<file path="src/common/vecexec_pkg.sv">
// Constants and carrier types for the string and arbitrary vector executor
package vecexec_pkg;
    // Word and field widths
    localparam int WORD_W = 18;
    localparam int ADDR_W = 17;
    localparam int CODE_W = 7;
    localparam int MAG_W = 10;
    localparam int STR_ADDR_W = 13;
    localparam int CHARS_PER_PAIR = 5;
    // Display word bit n (bit 0 is the MSB) sits at vector index 17-n
    localparam int OPC_HI = 17;
    localparam int OPC_LO = 14;
    // Opcode field values: 04, 10 and 30 octal seen as a 4-bit field
    localparam logic [3:0] OPC_STRING = 4'h1;
    localparam logic [3:0] OPC_LONG_VEC = 4'h2;
    localparam logic [3:0] OPC_SHORT_VEC = 4'h6;
    // Instruction fields
    localparam int STR_IND_BIT = 13;
    localparam int LP_BIT = 13;
    localparam int INT_BIT = 12;
    localparam int SIGN_BIT = 11;
    localparam int MAG_HI = 9;
    localparam int SX_HI = 10;
    localparam int SX_LO = 6;
    localparam int SY_SIGN_BIT = 5;
    localparam int SY_HI = 4;
    // Parameter word fields
    localparam int INCR_HI = 3;
    localparam int ESC_EN_BIT = 11;
    localparam int CR_SEL_BIT = 10;
    localparam int LEVEL_HI = 9;
    localparam int LEVEL_LO = 7;
    localparam int BLINK_EN_BIT = 9;
    localparam int BLINK_ON_BIT = 8;
    localparam int LINE_HI = 1;
    // Form control codes
    localparam logic [6:0] CODE_ALT = 7'h7d;
    localparam logic [6:0] CODE_LF = 7'h0a;
    localparam logic [6:0] CODE_CR = 7'h0d;
    localparam logic [6:0] CODE_TAB = 7'h11;
    // Beam motion for form control and glyph spacing, in grid points
    localparam int TAB_POSITIONS = 9;
    localparam int LF_POSITIONS = 9;
    localparam int CHAR_PITCH = 6;
    localparam logic [MAG_W-1:0] TAB_DX = MAG_W'(TAB_POSITIONS * CHAR_PITCH);
    localparam logic [MAG_W-1:0] LF_DY = MAG_W'(LF_POSITIONS);
    localparam logic [MAG_W-1:0] CHAR_DX = MAG_W'(CHAR_PITCH);
    // Register byte offsets
    localparam logic [7:0] OFS_CTRL = 8'h00;
    localparam logic [7:0] OFS_STATUS = 8'h04;
    localparam logic [7:0] OFS_PC = 8'h08;
    localparam logic [7:0] OFS_PARAM1 = 8'h0c;
    localparam logic [7:0] OFS_PARAM2 = 8'h10;
    localparam logic [7:0] OFS_PARAM3 = 8'h14;
    localparam logic [7:0] OFS_XPOS = 8'h18;
    localparam logic [7:0] OFS_YPOS = 8'h1c;
    localparam logic [7:0] OFS_HOLD = 8'h20;
    // Control and status bit positions
    localparam int CTRL_START = 0;
    localparam int CTRL_ABORT = 1;
    localparam int STAT_BUSY = 0;
    localparam int STAT_HANG = 1;
    localparam int STAT_FOREIGN = 2;
    localparam int STAT_LAST_CR = 3;
    // Reset values
    localparam logic [ADDR_W-1:0] PC_RST = 17'h00000;
    localparam logic [WORD_W-1:0] PARAM_RST = 18'h00000;

    typedef logic [WORD_W-1:0] word_t;
    typedef logic [ADDR_W-1:0] addr_t;
    typedef logic [CODE_W-1:0] code_t;

    // Character classes
    typedef enum logic [5:0] {
        CLS_ALT = 6'h01,
        CLS_LF = 6'h02,
        CLS_CR = 6'h04,
        CLS_TAB = 6'h08,
        CLS_LEGAL = 6'h10,
        CLS_ILLEGAL = 6'h20
    } char_class_t;

    // Read request toward host memory
    typedef struct packed {
        logic req;
        addr_t addr;
    } mem_req_t;

    // Stroke or move toward the vector generator
    typedef struct packed {
        logic valid;
        logic x_neg;
        logic [MAG_W-1:0] x_mag;
        logic y_neg;
        logic [MAG_W-1:0] y_mag;
        logic intens;
        logic [2:0] level;
        logic lp_en;
        logic blink;
        logic [1:0] dash;
    } vec_cmd_t;

    // Glyph request toward the character generator
    typedef struct packed {
        logic valid;
        code_t code;
        logic [2:0] level;
        logic blink;
        logic [1:0] rotate;
        logic [3:0] scale;
    } glyph_cmd_t;
endpackage

</file>
<file path="src/core/char_unpack.sv">
// Picks one code out of a packed word pair and classifies it
module char_unpack
    import vecexec_pkg::*;
(
    // Packed pair and position
    input wire word_t i_word1,
    input wire word_t i_word2,
    input wire logic [2:0] i_index,
    // Selected code and its class
    output code_t o_code,
    output char_class_t o_class
);
    // Five codes per pair, last bit of the second word unused
    always_comb begin
        unique case (i_index)
            3'h0: o_code = i_word1[17:11];
            3'h1: o_code = i_word1[10:4];
            3'h2: o_code = {i_word1[3:0], i_word2[17:15]};
            3'h3: o_code = i_word2[14:8];
            3'h4: o_code = i_word2[7:1];
            default: o_code = CODE_ALT; // Unused index ends the string
        endcase
    end

    // Control codes first, otherwise legal when the two top bits differ
    always_comb begin
        if (o_code == CODE_ALT) begin
            o_class = CLS_ALT;
        end else if (o_code == CODE_LF) begin
            o_class = CLS_LF;
        end else if (o_code == CODE_CR) begin
            o_class = CLS_CR;
        end else if (o_code == CODE_TAB) begin
            o_class = CLS_TAB;
        end else if (o_code[6] != o_code[5]) begin
            o_class = CLS_LEGAL;
        end else begin
            o_class = CLS_ILLEGAL;
        end
    end
endmodule // char_unpack

</file>
<file path="src/core/vec_string_exec.sv">
// Display file executor for character strings and arbitrary vectors
//
// Summary of operation
// - Five codes from two words, last bit unused
// - Indirect bit fetches full 17-bit start address
// - Each legal code is drawn as a glyph
// - Program counter copied to holding register first
// - Held address plus one returns to counter
// - Keep drawing until a terminating code
// - Carriage return ends only when both bits set
// - Tab moves beam nine character positions right
// - Line feed moves beam nine positions down
// - Classify control codes; legal when top bits differ
// - Opcode 10 octal fetches X then Y word
// - Bit 4 light pen, bit 5 intensify
// - Intensity level taken from second parameter word
// - Bit 6 of each word is sign
// - Ten-bit magnitudes from bits 8 to 17
// - Repeat each vector by increment register value
// - Arbitrary vectors are never rotated
// - Blink when blink enable and on set
// - Dash pattern from third parameter line bits
// - Short vector packs both signs and magnitudes
// - Prefetch only for short vectors, never long
// - Opcode 04 octal string, indirect, 13-bit address
//
// The placing of the registers and the APB slave port were chosen for this implementation.
module vec_string_exec
    import vecexec_pkg::*;
(
    // Clock and reset
    input wire logic i_clk,
    input wire logic i_reset,
    // APB slave
    input wire logic i_psel,
    input wire logic i_penable,
    input wire logic i_pwrite,
    input wire logic [7:0] i_paddr,
    input wire logic [31:0] i_pwdata,
    output logic o_pready,
    output logic [31:0] o_prdata,
    output logic o_pslverr,
    // Host memory over the data channel
    output mem_req_t o_mem,
    input wire logic i_mem_ack,
    input wire word_t i_mem_data,
    // Vector and character generators
    output vec_cmd_t o_vec,
    output glyph_cmd_t o_glyph,
    input wire logic i_gen_ready
);
    // Execution states
    typedef enum logic [11:0] {
        ST_IDLE = 12'h001,
        ST_FETCH = 12'h002,
        ST_DECODE = 12'h004,
        ST_STR_PTR = 12'h008,
        ST_STR_W1 = 12'h010,
        ST_STR_W2 = 12'h020,
        ST_STR_CHAR = 12'h040,
        ST_STR_OUT = 12'h080,
        ST_LV_W2 = 12'h100,
        ST_VEC_OUT = 12'h200,
        ST_VEC_WAIT = 12'h400,
        ST_HANG = 12'h800
    } state_t;

    // Whole state of the block
    typedef struct packed {
        state_t state;
        addr_t pc; // Display program counter
        addr_t hold; // Saved counter during a string
        addr_t ptr; // String read pointer
        word_t w1; // Instruction or first packed word
        word_t w2; // Second packed word
        logic [2:0] idx; // Code position inside the pair
        word_t p1;
        word_t p2;
        word_t p3;
        logic [MAG_W-1:0] x; // Beam position kept for software
        logic [MAG_W-1:0] y;
        logic foreign; // Stopped on an opcode not handled here
        logic last_cr; // Last string ended on carriage return
        logic [3:0] rep; // Repeats left for current vector
        logic short_v; // Current vector is the short form
        logic pf_valid; // Prefetched next instruction held
        word_t pf;
        mem_req_t mem;
        vec_cmd_t vec;
        glyph_cmd_t glyph;
        logic pready;
        logic [31:0] prdata;
        logic pslverr;
    } regs_t;

    regs_t r; // Registered state
    regs_t n; // Next state
    code_t cur_code; // Code at the current position
    char_class_t cur_class; // Its class
    logic got; // Memory word arrives this cycle
    logic adv; // Step to the next code
    logic term; // String ends this cycle
    logic wr_fire; // APB write completes at this edge
    logic [3:0] rep_init; // Repeat count, zero means once

    // Code selection from the current pair
    char_unpack u_unpack (
        .i_word1(r.w1),
        .i_word2(r.w2),
        .i_index(r.idx),
        .o_code(cur_code),
        .o_class(cur_class)
    );

    assign got = r.mem.req & i_mem_ack;
    assign wr_fire = i_psel & i_penable & r.pready & i_pwrite;
    assign rep_init = (r.p1[INCR_HI:0] == 4'h0) ? 4'h1 : r.p1[INCR_HI:0];

    // Next state: execution, then register writes, then bus answer
    always_comb begin
        n = r;
        n.pready = 1'b0;
        n.pslverr = 1'b0;
        adv = 1'b0;
        term = 1'b0;
        unique case (r.state)
            ST_IDLE: begin
                // Waits for a start write
            end
            ST_FETCH: begin
                // A prefetched word saves a memory round trip
                if (r.pf_valid) begin
                    n.w1 = r.pf;
                    n.pf_valid = 1'b0;
                    n.state = ST_DECODE;
                end else if (got) begin
                    n.w1 = i_mem_data;
                    n.state = ST_DECODE;
                end
            end
            ST_DECODE: begin
                // Attributes shared by both vector forms; no rotate field exists
                n.vec.lp_en = r.w1[LP_BIT];
                n.vec.intens = r.w1[INT_BIT];
                n.vec.level = r.p2[LEVEL_HI:LEVEL_LO];
                n.vec.blink = r.p2[BLINK_EN_BIT] & r.p2[BLINK_ON_BIT];
                n.vec.dash = r.p3[LINE_HI:0];
                n.rep = rep_init;
                unique case (r.w1[OPC_HI:OPC_LO])
                    OPC_STRING: begin
                        n.hold = r.pc;
                        n.ptr = ADDR_W'(r.w1[STR_ADDR_W-1:0]);
                        n.state = r.w1[STR_IND_BIT] ? ST_STR_PTR : ST_STR_W1;
                    end
                    OPC_LONG_VEC: begin
                        n.pc = r.pc + 17'h1;
                        n.short_v = 1'b0; // No prefetch for the two-word form
                        n.vec.x_neg = r.w1[SIGN_BIT];
                        n.vec.x_mag = r.w1[MAG_HI:0];
                        n.state = ST_LV_W2;
                    end
                    OPC_SHORT_VEC: begin
                        n.pc = r.pc + 17'h1;
                        n.short_v = 1'b1;
                        n.vec.x_neg = r.w1[SIGN_BIT];
                        n.vec.x_mag = MAG_W'(r.w1[SX_HI:SX_LO]);
                        n.vec.y_neg = r.w1[SY_SIGN_BIT];
                        n.vec.y_mag = MAG_W'(r.w1[SY_HI:0]);
                        n.state = ST_VEC_OUT;
                    end
                    default: begin
                        // Other opcodes belong to other units; stop on them
                        n.foreign = 1'b1;
                        n.state = ST_IDLE;
                    end
                endcase
            end
            ST_STR_PTR: begin
                if (got) begin
                    n.ptr = i_mem_data[ADDR_W-1:0];
                    n.state = ST_STR_W1;
                end
            end
            ST_STR_W1: begin
                if (got) begin
                    n.w1 = i_mem_data;
                    n.state = ST_STR_W2;
                end
            end
            ST_STR_W2: begin
                if (got) begin
                    n.w2 = i_mem_data;
                    n.ptr = r.ptr + 17'h2;
                    n.idx = 3'h0;
                    n.state = ST_STR_CHAR;
                end
            end
            ST_STR_CHAR: begin
                // Keep going until a terminator is met
                unique case (cur_class)
                    CLS_ALT: begin
                        term = 1'b1;
                        n.last_cr = 1'b0;
                    end
                    CLS_CR: begin
                        // Carriage return ends only with escape and decision bits
                        if (r.p2[ESC_EN_BIT] & r.p2[CR_SEL_BIT]) begin
                            term = 1'b1;
                            n.last_cr = 1'b1;
                        end else begin
                            adv = 1'b1;
                        end
                    end
                    CLS_TAB: begin
                        n.vec = '0;
                        n.vec.x_mag = TAB_DX;
                        n.vec.valid = 1'b1;
                        n.state = ST_STR_OUT;
                    end
                    CLS_LF: begin
                        n.vec = '0;
                        n.vec.y_neg = 1'b1;
                        n.vec.y_mag = LF_DY;
                        n.vec.valid = 1'b1;
                        n.state = ST_STR_OUT;
                    end
                    CLS_LEGAL: begin
                        // Generator strokes the 5 by 7 glyph
                        n.glyph.code = cur_code;
                        n.glyph.level = r.p2[LEVEL_HI:LEVEL_LO];
                        n.glyph.blink = r.p2[BLINK_EN_BIT] & r.p2[BLINK_ON_BIT];
                        n.glyph.rotate = r.p2[5:4];
                        n.glyph.scale = r.p1[INCR_HI:0];
                        n.glyph.valid = 1'b1;
                        n.state = ST_STR_OUT;
                    end
                    CLS_ILLEGAL: begin
                        adv = 1'b1; // Unprintable codes are skipped
                    end
                endcase
                if (term) begin
                    n.pc = r.hold + 17'h1;
                    n.state = ST_FETCH;
                end
            end
            ST_STR_OUT: begin
                if (i_gen_ready) begin
                    n.vec.valid = 1'b0;
                    n.glyph.valid = 1'b0;
                    n.state = ST_STR_CHAR;
                    adv = 1'b1;
                end
            end
            ST_LV_W2: begin
                if (got) begin
                    n.pc = r.pc + 17'h1;
                    n.vec.y_neg = i_mem_data[SIGN_BIT];
                    n.vec.y_mag = i_mem_data[MAG_HI:0];
                    // Zero length would never normalise; park visibly
                    if ((r.vec.x_mag == '0) && (i_mem_data[MAG_HI:0] == '0)) begin
                        n.state = ST_HANG;
                    end else begin
                        n.state = ST_VEC_OUT;
                    end
                end
            end
            ST_VEC_OUT: begin
                n.vec.valid = 1'b1;
                n.state = ST_VEC_WAIT;
            end
            ST_VEC_WAIT: begin
                if (i_gen_ready) begin
                    n.vec.valid = 1'b0;
                    if (r.rep > 4'h1) begin
                        n.rep = r.rep - 4'h1;
                        n.state = ST_VEC_OUT;
                    end else begin
                        n.state = ST_FETCH;
                    end
                end
            end
            ST_HANG: begin
                // Only an abort or reset leaves this state
            end
        endcase

        // Step through the pair, reading the next pair after the fifth code
        if (adv) begin
            if (r.idx == 3'(CHARS_PER_PAIR - 1)) begin
                n.state = ST_STR_W1;
            end else begin
                n.idx = r.idx + 3'h1;
            end
        end

        // Prefetch word lands while a short vector is drawn
        if (got && ((r.state == ST_VEC_OUT) || (r.state == ST_VEC_WAIT))) begin
            n.pf = i_mem_data;
            n.pf_valid = 1'b1;
        end

        // Beam position follows every accepted move and glyph
        if (r.vec.valid && i_gen_ready) begin
            n.x = r.vec.x_neg ? r.x - r.vec.x_mag : r.x + r.vec.x_mag;
            n.y = r.vec.y_neg ? r.y - r.vec.y_mag : r.y + r.vec.y_mag;
        end else if (r.glyph.valid && i_gen_ready) begin
            n.x = r.x + CHAR_DX;
        end

        // Register writes at the completing edge
        if (wr_fire) begin
            unique case (i_paddr)
                OFS_CTRL: begin
                    if (i_pwdata[CTRL_ABORT]) begin
                        n.state = ST_IDLE;
                        n.vec.valid = 1'b0;
                        n.glyph.valid = 1'b0;
                        n.pf_valid = 1'b0;
                    end else if (i_pwdata[CTRL_START] && (r.state == ST_IDLE)) begin
                        n.state = ST_FETCH;
                        n.foreign = 1'b0;
                        n.pf_valid = 1'b0;
                    end
                end
                OFS_PC: begin
                    // Counter only changes while stopped
                    if (r.state == ST_IDLE) begin
                        n.pc = i_pwdata[ADDR_W-1:0];
                    end
                end
                OFS_PARAM1: n.p1 = i_pwdata[WORD_W-1:0];
                OFS_PARAM2: n.p2 = i_pwdata[WORD_W-1:0];
                OFS_PARAM3: n.p3 = i_pwdata[WORD_W-1:0];
                default: begin
                    // Read-only or unmapped: no effect
                end
            endcase
        end

        // Memory request follows the state being entered
        n.mem.req = 1'b0;
        n.mem.addr = r.mem.addr;
        unique case (n.state)
            ST_FETCH: begin
                n.mem.req = ~n.pf_valid;
                n.mem.addr = n.pc;
            end
            ST_STR_PTR: begin
                n.mem.req = 1'b1;
                n.mem.addr = n.ptr;
            end
            ST_STR_W1: begin
                n.mem.req = 1'b1;
                n.mem.addr = n.ptr;
            end
            ST_STR_W2: begin
                n.mem.req = 1'b1;
                n.mem.addr = n.ptr + 17'h1;
            end
            ST_LV_W2: begin
                n.mem.req = 1'b1;
                n.mem.addr = n.pc;
            end
            ST_VEC_OUT, ST_VEC_WAIT: begin
                n.mem.req = n.short_v & ~n.pf_valid;
                n.mem.addr = n.pc;
            end
            default: begin
                n.mem.req = 1'b0;
            end
        endcase

        // Bus answer one cycle into the access phase
        if (i_psel && i_penable && !r.pready) begin
            n.pready = 1'b1;
            n.prdata = 32'h0;
            unique case (i_paddr)
                OFS_CTRL: n.prdata = 32'h0;
                OFS_STATUS: begin
                    n.prdata[STAT_BUSY] = (r.state != ST_IDLE);
                    n.prdata[STAT_HANG] = (r.state == ST_HANG);
                    n.prdata[STAT_FOREIGN] = r.foreign;
                    n.prdata[STAT_LAST_CR] = r.last_cr;
                end
                OFS_PC: n.prdata = {15'h0, r.pc};
                OFS_PARAM1: n.prdata = {14'h0, r.p1};
                OFS_PARAM2: n.prdata = {14'h0, r.p2};
                OFS_PARAM3: n.prdata = {14'h0, r.p3};
                OFS_XPOS: n.prdata = {22'h0, r.x};
                OFS_YPOS: n.prdata = {22'h0, r.y};
                OFS_HOLD: n.prdata = {15'h0, r.hold};
                default: n.pslverr = 1'b1; // Unmapped address
            endcase
        end
    end

    // State register
    always_ff @(posedge i_clk or posedge i_reset) begin
        if (i_reset) begin
            r <= '0;
            r.state <= ST_IDLE;
            r.pc <= PC_RST;
            r.p1 <= PARAM_RST;
            r.p2 <= PARAM_RST;
            r.p3 <= PARAM_RST;
        end else begin
            r <= n;
        end
    end

    // Outputs straight from the state register
    assign o_pready = r.pready;
    assign o_prdata = r.prdata;
    assign o_pslverr = r.pslverr;
    assign o_mem = r.mem;
    assign o_vec = r.vec;
    assign o_glyph = r.glyph;
endmodule // vec_string_exec

</file>
<file path="config.mk">
export PLATFORM = sky130hd
export DESIGN_NAME = vec_string_exec
export DESIGN_NICKNAME = d
export VERILOG_FILES = /design/src/common/vecexec_pkg.sv /design/src/core/char_unpack.sv /design/src/core/vec_string_exec.sv
export SDC_FILE = /design/constraint.sdc
export NUM_CORES = 1
export LEC_CHECK = 0
export ABC_CLOCK_PERIOD_IN_PS = 11100
export BUFFER_PORTS_ARGS = -buffer_cell sky130_fd_sc_hd__buf_2
export CORE_MARGIN = 3
export CORE_UTILIZATION = 45
export CTS_CLUSTER_DIAMETER = 100
export DETAILED_ROUTE_END_ITERATION = 16
export GPL_TIMING_DRIVEN = 0
export PLACE_DENSITY = 0.77
export SLEW_MARGIN = 20
export SYNTH_ARGS = -nofsm -noshare
export SYNTH_HDL_FRONTEND = slang
export SYNTH_HIERARCHICAL = 1
export SYNTH_SLANG_ARGS = --single-unit
</file>
<file path="constraint.sdc">
create_clock -name i_clk -period 11.1 [get_ports i_clk]
set_clock_uncertainty 0.15 [all_clocks]
set_input_delay 3.33 -clock i_clk [delete_from_list [all_inputs] [get_ports i_clk]]
set_output_delay 3.33 -clock i_clk [all_outputs]
set_load 0.01 [all_outputs]
</file>
Word-level counts from Yosys, hierarchy flattened
Index checks and enable logic that the tools add are counted.
- add/sub/neg operators: 11
- magnitude comparators: 1
- equality and inequality tests: 53
- muxes and demuxes: 97
- bitwise logic cells: 8
- reduce and logical (&&, ||, !) cells: 41
- operators by type and width (cell ; number):
    two-way mux 12 bit ; 14
    one-hot mux 17 bit (3 select lines) ; 3
    one-hot mux 12 bit (10 select lines) ; 1
    two-way mux 17 bit ; 6
    one-hot mux 14 bit (7 select lines) ; 1
    two-way mux 29 bit ; 3
    one-hot mux 31 bit (2 select lines) ; 1
    two-way mux 18 bit ; 3
    adder 17 x 1 -> 17 bit, second input constant ; 3
    two-way mux 10 bit ; 5
    one-hot mux 11 bit (2 select lines) ; 2
    one-hot mux 18 bit (2 select lines) ; 1
    one-hot mux 7 bit (5 select lines) ; 1
    two-way mux 34 bit ; 1
    one-hot mux 11 bit (3 select lines) ; 1
    == test 8 x 5 -> 1 bit, second input constant ; 4
    one-hot mux 4 bit (8 select lines) ; 1
    two-way mux 6 bit ; 5
    one-hot mux 10 bit (3 select lines) ; 1
    two-way mux 1 bit ; 26
    == test 12 x 10 -> 1 bit, second input constant ; 2
    == test 12 x 11 -> 1 bit, second input constant ; 2
    == test 12 x 2 -> 1 bit, second input constant ; 2
    == test 12 x 4 -> 1 bit, second input constant ; 2
    65 further kinds ; 120
- register bits: 303
- input port bits: 65
- output and inout port bits: 101
- logic and storage cells: 250

Logic depth before layout (Yosys ltp)
- depth after elaboration: 22
- gate-level depth with buffers: 22
- mapped depth without buffers: 18

By module
The synthesis kept the hierarchy.
- modules (own cells, without submodules) (module ; times used ; cells each ; area an instance (sq um)):
    vec_string_exec ; 1 ; 1847 ; 16942.5
    char_unpack ; 1 ; 68 ; 551.8

Worst setup path before layout
OpenSTA, ideal clock, no wires.
- path type: input port to flip-flop
- start point: input port i_paddr[1]
- end point: register r, in the netlist o_mem[3]
- arrival: 5.699 ns
- required time: 10.826 ns
- slack: 5.127 ns
- cell stages on the path: 10
- path through: nor4_1 -> nand3_1 -> o32ai_4 -> nor3_2 -> a221o_1 -> or3_1 -> a211o_1 -> clkbuf_1 -> o21ai_1 -> a21oi_2
- longest elaborated chain between the ends: 6
- elaborated cells on any way between the ends: 16
- RTL lines (item ; line ; RTL):
    from (decl) ; vec_string_exec.sv:38 ; input wire logic [7:0] i_paddr,
    zero test 8 bit ; vec_string_exec.sv:312 ; unique case (i_paddr)
    two-way mux 12 bit ; vec_string_exec.sv:312 ;
    two-way mux 29 bit * ; vec_string_exec.sv:311 ; if (wr_fire) begin
    == test 12 x 10 -> 1 bit, or another cell as far along ; vec_string_exec.sv:343 ; unique case (n.state)
    OR reduction 4 bit (no source line) / OR reduction 2 bit (equally long branches) ; n/a ;
    one-hot mux 17 bit (3 select lines) / nonzero test 3 bit (equally long branches) ; n/a ;
    to (signal assigned) ; vec_string_exec.sv:407 ; r <= n;
    to (decl) ; vec_string_exec.sv:96 ; regs_t r;
Every way passes the cells marked *; elsewhere a longest branch is shown, timed or not.
A chain may end at the register's enable or synchronous reset.

Final worst setup path
- start point: input port i_paddr[1]
- end point: register r, in the netlist o_mem[16]
Same word-level chain as after synthesis.

==> impl_summary.txt <==
----------------------------------------------------
[Clocking]
  Clock latency on the worst-skew pair ... between 0.5 and 0.6 ns
  Count of hold-fix buffers inserted at cts ... 0
  Cts bufs inserted ... 34
  Setup Fix Bufs, Post-CTS ... 0
  Post-CTS resize count ... 0
  Maximum count of clock buffers along a single path ... 3
  # clock sinks ... between 200 and 300
  Clock transition at the registers of the reported paths ... approximately 0.060 ns
  TritonCTS clock tree ... built
  Clk root buf ... clkbuf_16
  CTS H-Tree Depth ... 2

[Placed design]
  Weighted congestion at the end of routability-driven global placement ... about 0.95
  Port Buf Inserts ... 137
  Total cell area at the placement stage ... 19040 sq um
  Final HPWL DP ... about 44000 microns

[Synthesis]
  Instance count of the mapped netlist ... between 1500 and 2000
  Count of yosys warnings during synthesis ... 6
  Post-synthesis average cell area ... between 9 and 10 sq um
  Post-synth design cell area ... 17460 sq um

[STA]
  Number of hold-slack violations in the final timing report ... 0
  Total of endpoints with negative setup slack in the final report ... 0
  Portion of the clock cycle consumed by the worst path in the final layout ... between 60% and 70%
  RSZ-0062 raised after global routing ... no
  Max transition margin ... 25.49%
  Max-slew violation total from the final report ... 0
  Final total negative setup slack ... 0 ns
  Minimum clock period ... 6.792 ns
  Maximum operating frequency ... 147.2 MHz
  Worst-margin pin slew ... 1.107 ns

[Critical path]
  Nature of the critical path endpoint ... flip-flop
  Cell breakdown of the critical path ... buf_2 > nor4_1 > nand3_1 > o32ai_4 > nor3_2 > a221o_1 > or3_1 > a211o_1 > clkbuf_1 > o21ai_1 > a21oi_2
  Maximum fanout count along the critical path ... 10
  Startpoint Class ... input port
  Worst Path Class, Setup ... in2reg
  Worst endpoint data arrival time ... around 7 ns
  Slowest cell on the critical path ... nor4_1
  Worst EP required ... 11.36 ns
  Gate family responsible for the most delay along the worst path ... simple AND/OR/NAND/NOR gates
  Total buffers and inverters traversed by the critical path ... 2
  Stage delay of the slowest cell on the critical path ... 0.94 ns

[Global routing]
  Total Routing Usage GR ... 27.75%
  Pin count of the biggest net entering global routing ... 37
  First-pass GRT wire length ... a little over 90000 microns
  Initial antenna violation count ... 3
  Residual overflow from global routing ... 0
  Vias in the first global route ... 15720

[Floorplanning]
  Number of placement rows ... 71
  I/O pin count ... between 150 and 200
  Die width ... ~200 microns
  Chip Height ... 203.0 microns
  Effective utilization at floorplan ... between 40% and 50%
  Core area ... 37930 sq um
  Die ar. ... 41190 sq um

[Drt]
  WL met1 ... around 24000 microns
  Iteration count of the initial detailed-routing pass ... 7
  Count of routing violations after the opening detailed-route iteration ... 1654
  Routed vias ... approximately 16000
  Post-detailed-routing wire length ... around 58000 microns
  Avg Vias per Cell ... 6.042
  Final ANT Viol Nets ... 0
  Post-detailed-route DRC marker count ... 0
  Uppermost routed layer ... met5
  Average wire per standard cell ... around 22 microns
  Sum of met3 wire segment lengths after detailed routing ... around 5000 microns
  Wire length on met2 ... around 26000 microns

[Pwr]
  Leakage power figure ... 9.426 nW
  Power density cells ... 122.8 nW/um^2
  Peak VDD IR ... 88.09 uV
  Sum of internal, switching and leakage power ... 2.480 mW

[Run]
  Max capacitance violation total ... 0

[Finish]
  Final Net Count ... approximately 2200
  Area occupied by multi-input gates ... 8944 sq um
  FF+latch area ... roughly 7200 sq um
  Final-layout fill cell count ... between 3000 and 4000
  Area Growth Syn to Fin ... 15.69%
  Final core utilization ... 53.24%
  Finished Cell Area ... 20200 sq um
  Fraction of final layout cells with drive strength greater than 1 ... 21.94%

[Hold path]
  Hold Path Class ... reg2reg

[Outcome]
  Status ... finished, final reports clean

----------------------------------------------------
-- sequential cells by signal, indices dropped and copies added (netlist names) --
signal / count
o_prdata: 18
o_vec: 31
o_mem: 18
o_glyph: 18
r: 201
o_pready: 1
o_pslverr: 1
-- worst min-delay path, delay by kind of cell (launching register included) --
family           cells  cell delay [ns]
AND/OR/NAND/NOR      2             0.10
flip-flops           1             0.34
-- layer usage --
layer	vias to the layer above	track usage, %
li1	7237	-
met1	7755	37.57
met2	818	43.69
met3	167	4.618
met4	4	12.97
met5	-	0
-- power by group --
group,switching (mW),internal [mW]
Clock,0.463,0.689
Combinational,0.122,0.0879
Sequential,0.0454,1.07
Total,0.630,1.85
-- placed cells by master, fill, tap and decap left out, types with 10 or more instances in the layout --
master     count
clkbuf_16     35
and3_1        19
ha_1          29
o22ai_1       28
buf_4        102
xnor2_1       39
mux2_2        89
a22oi_1       53
a21oi_1      104
and4_1        11
nor4_1        23
buf_2        151
inv_1         43
nor2_1       151
conb_1        14
a222oi_1      14
nand2b_1      11
nor2b_1       11
a31oi_1       20
or3_1         16
nand2_1      244
xor2_1        28
clkbuf_1      76
a21o_1        26
o21ai_1       13
mux2i_1       17
dfrtp_1      287
o21a_1        17
nor3_1        37
o21ai_0       99
a221o_1       10
nand4_1       22
nand3_1       74
-- layout make-up --
cell class	instances	share of cell area [%]
multi-input combinational	1394	44.28
sequential	288	35.69
buffer	196	5.848
clock buffer	45	4.770
timing repair buffer	146	4.361
tap	511	3.166
clock inverter	16	0.9478
inverter	48	0.9231
antenna	1	0.01239
-- stage by stage --
| step | std cells | hold slack (ns) | setup slack [ns] |
|---|---|---|---|
| 6_report | 2645 | 0.3184 | 4.308 |
| 5_1_grt | 2645 | 0.3425 | 4.250 |
| 4_1_cts | 2644 | 0.3239 | 4.591 |
| 3_5_place_dp | 2583 | 0.3108 | 4.083 |
| 3_3_place_gp | 2574 | 0.3049 | 2.155 |
| 2_1_floorplan | 1926 | 0.2900 | 3.802 |
-- final timing paths --
| check | end | cells after the start | from | slack (ns) |
|---|---|---|---|---|
| worst max-delay path | o_mem[16] | 11 | i_paddr[1] | 4.31 |
| worst min-delay path | o_glyph[8] | 2 | o_glyph[8] | 0.32 |
| worst max register to register | o_mem[16] | 18 | r[203] | 5.19 |
| worst min register to register | o_glyph[8] | 2 | o_glyph[8] | 0.32 |
| max in group asynchronous | r[159] | 6 | i_reset | 6.78 |
| min in group asynchronous | r[140] | 2 | i_reset | 2.75 |
Power figures use the tool's default switching activity.
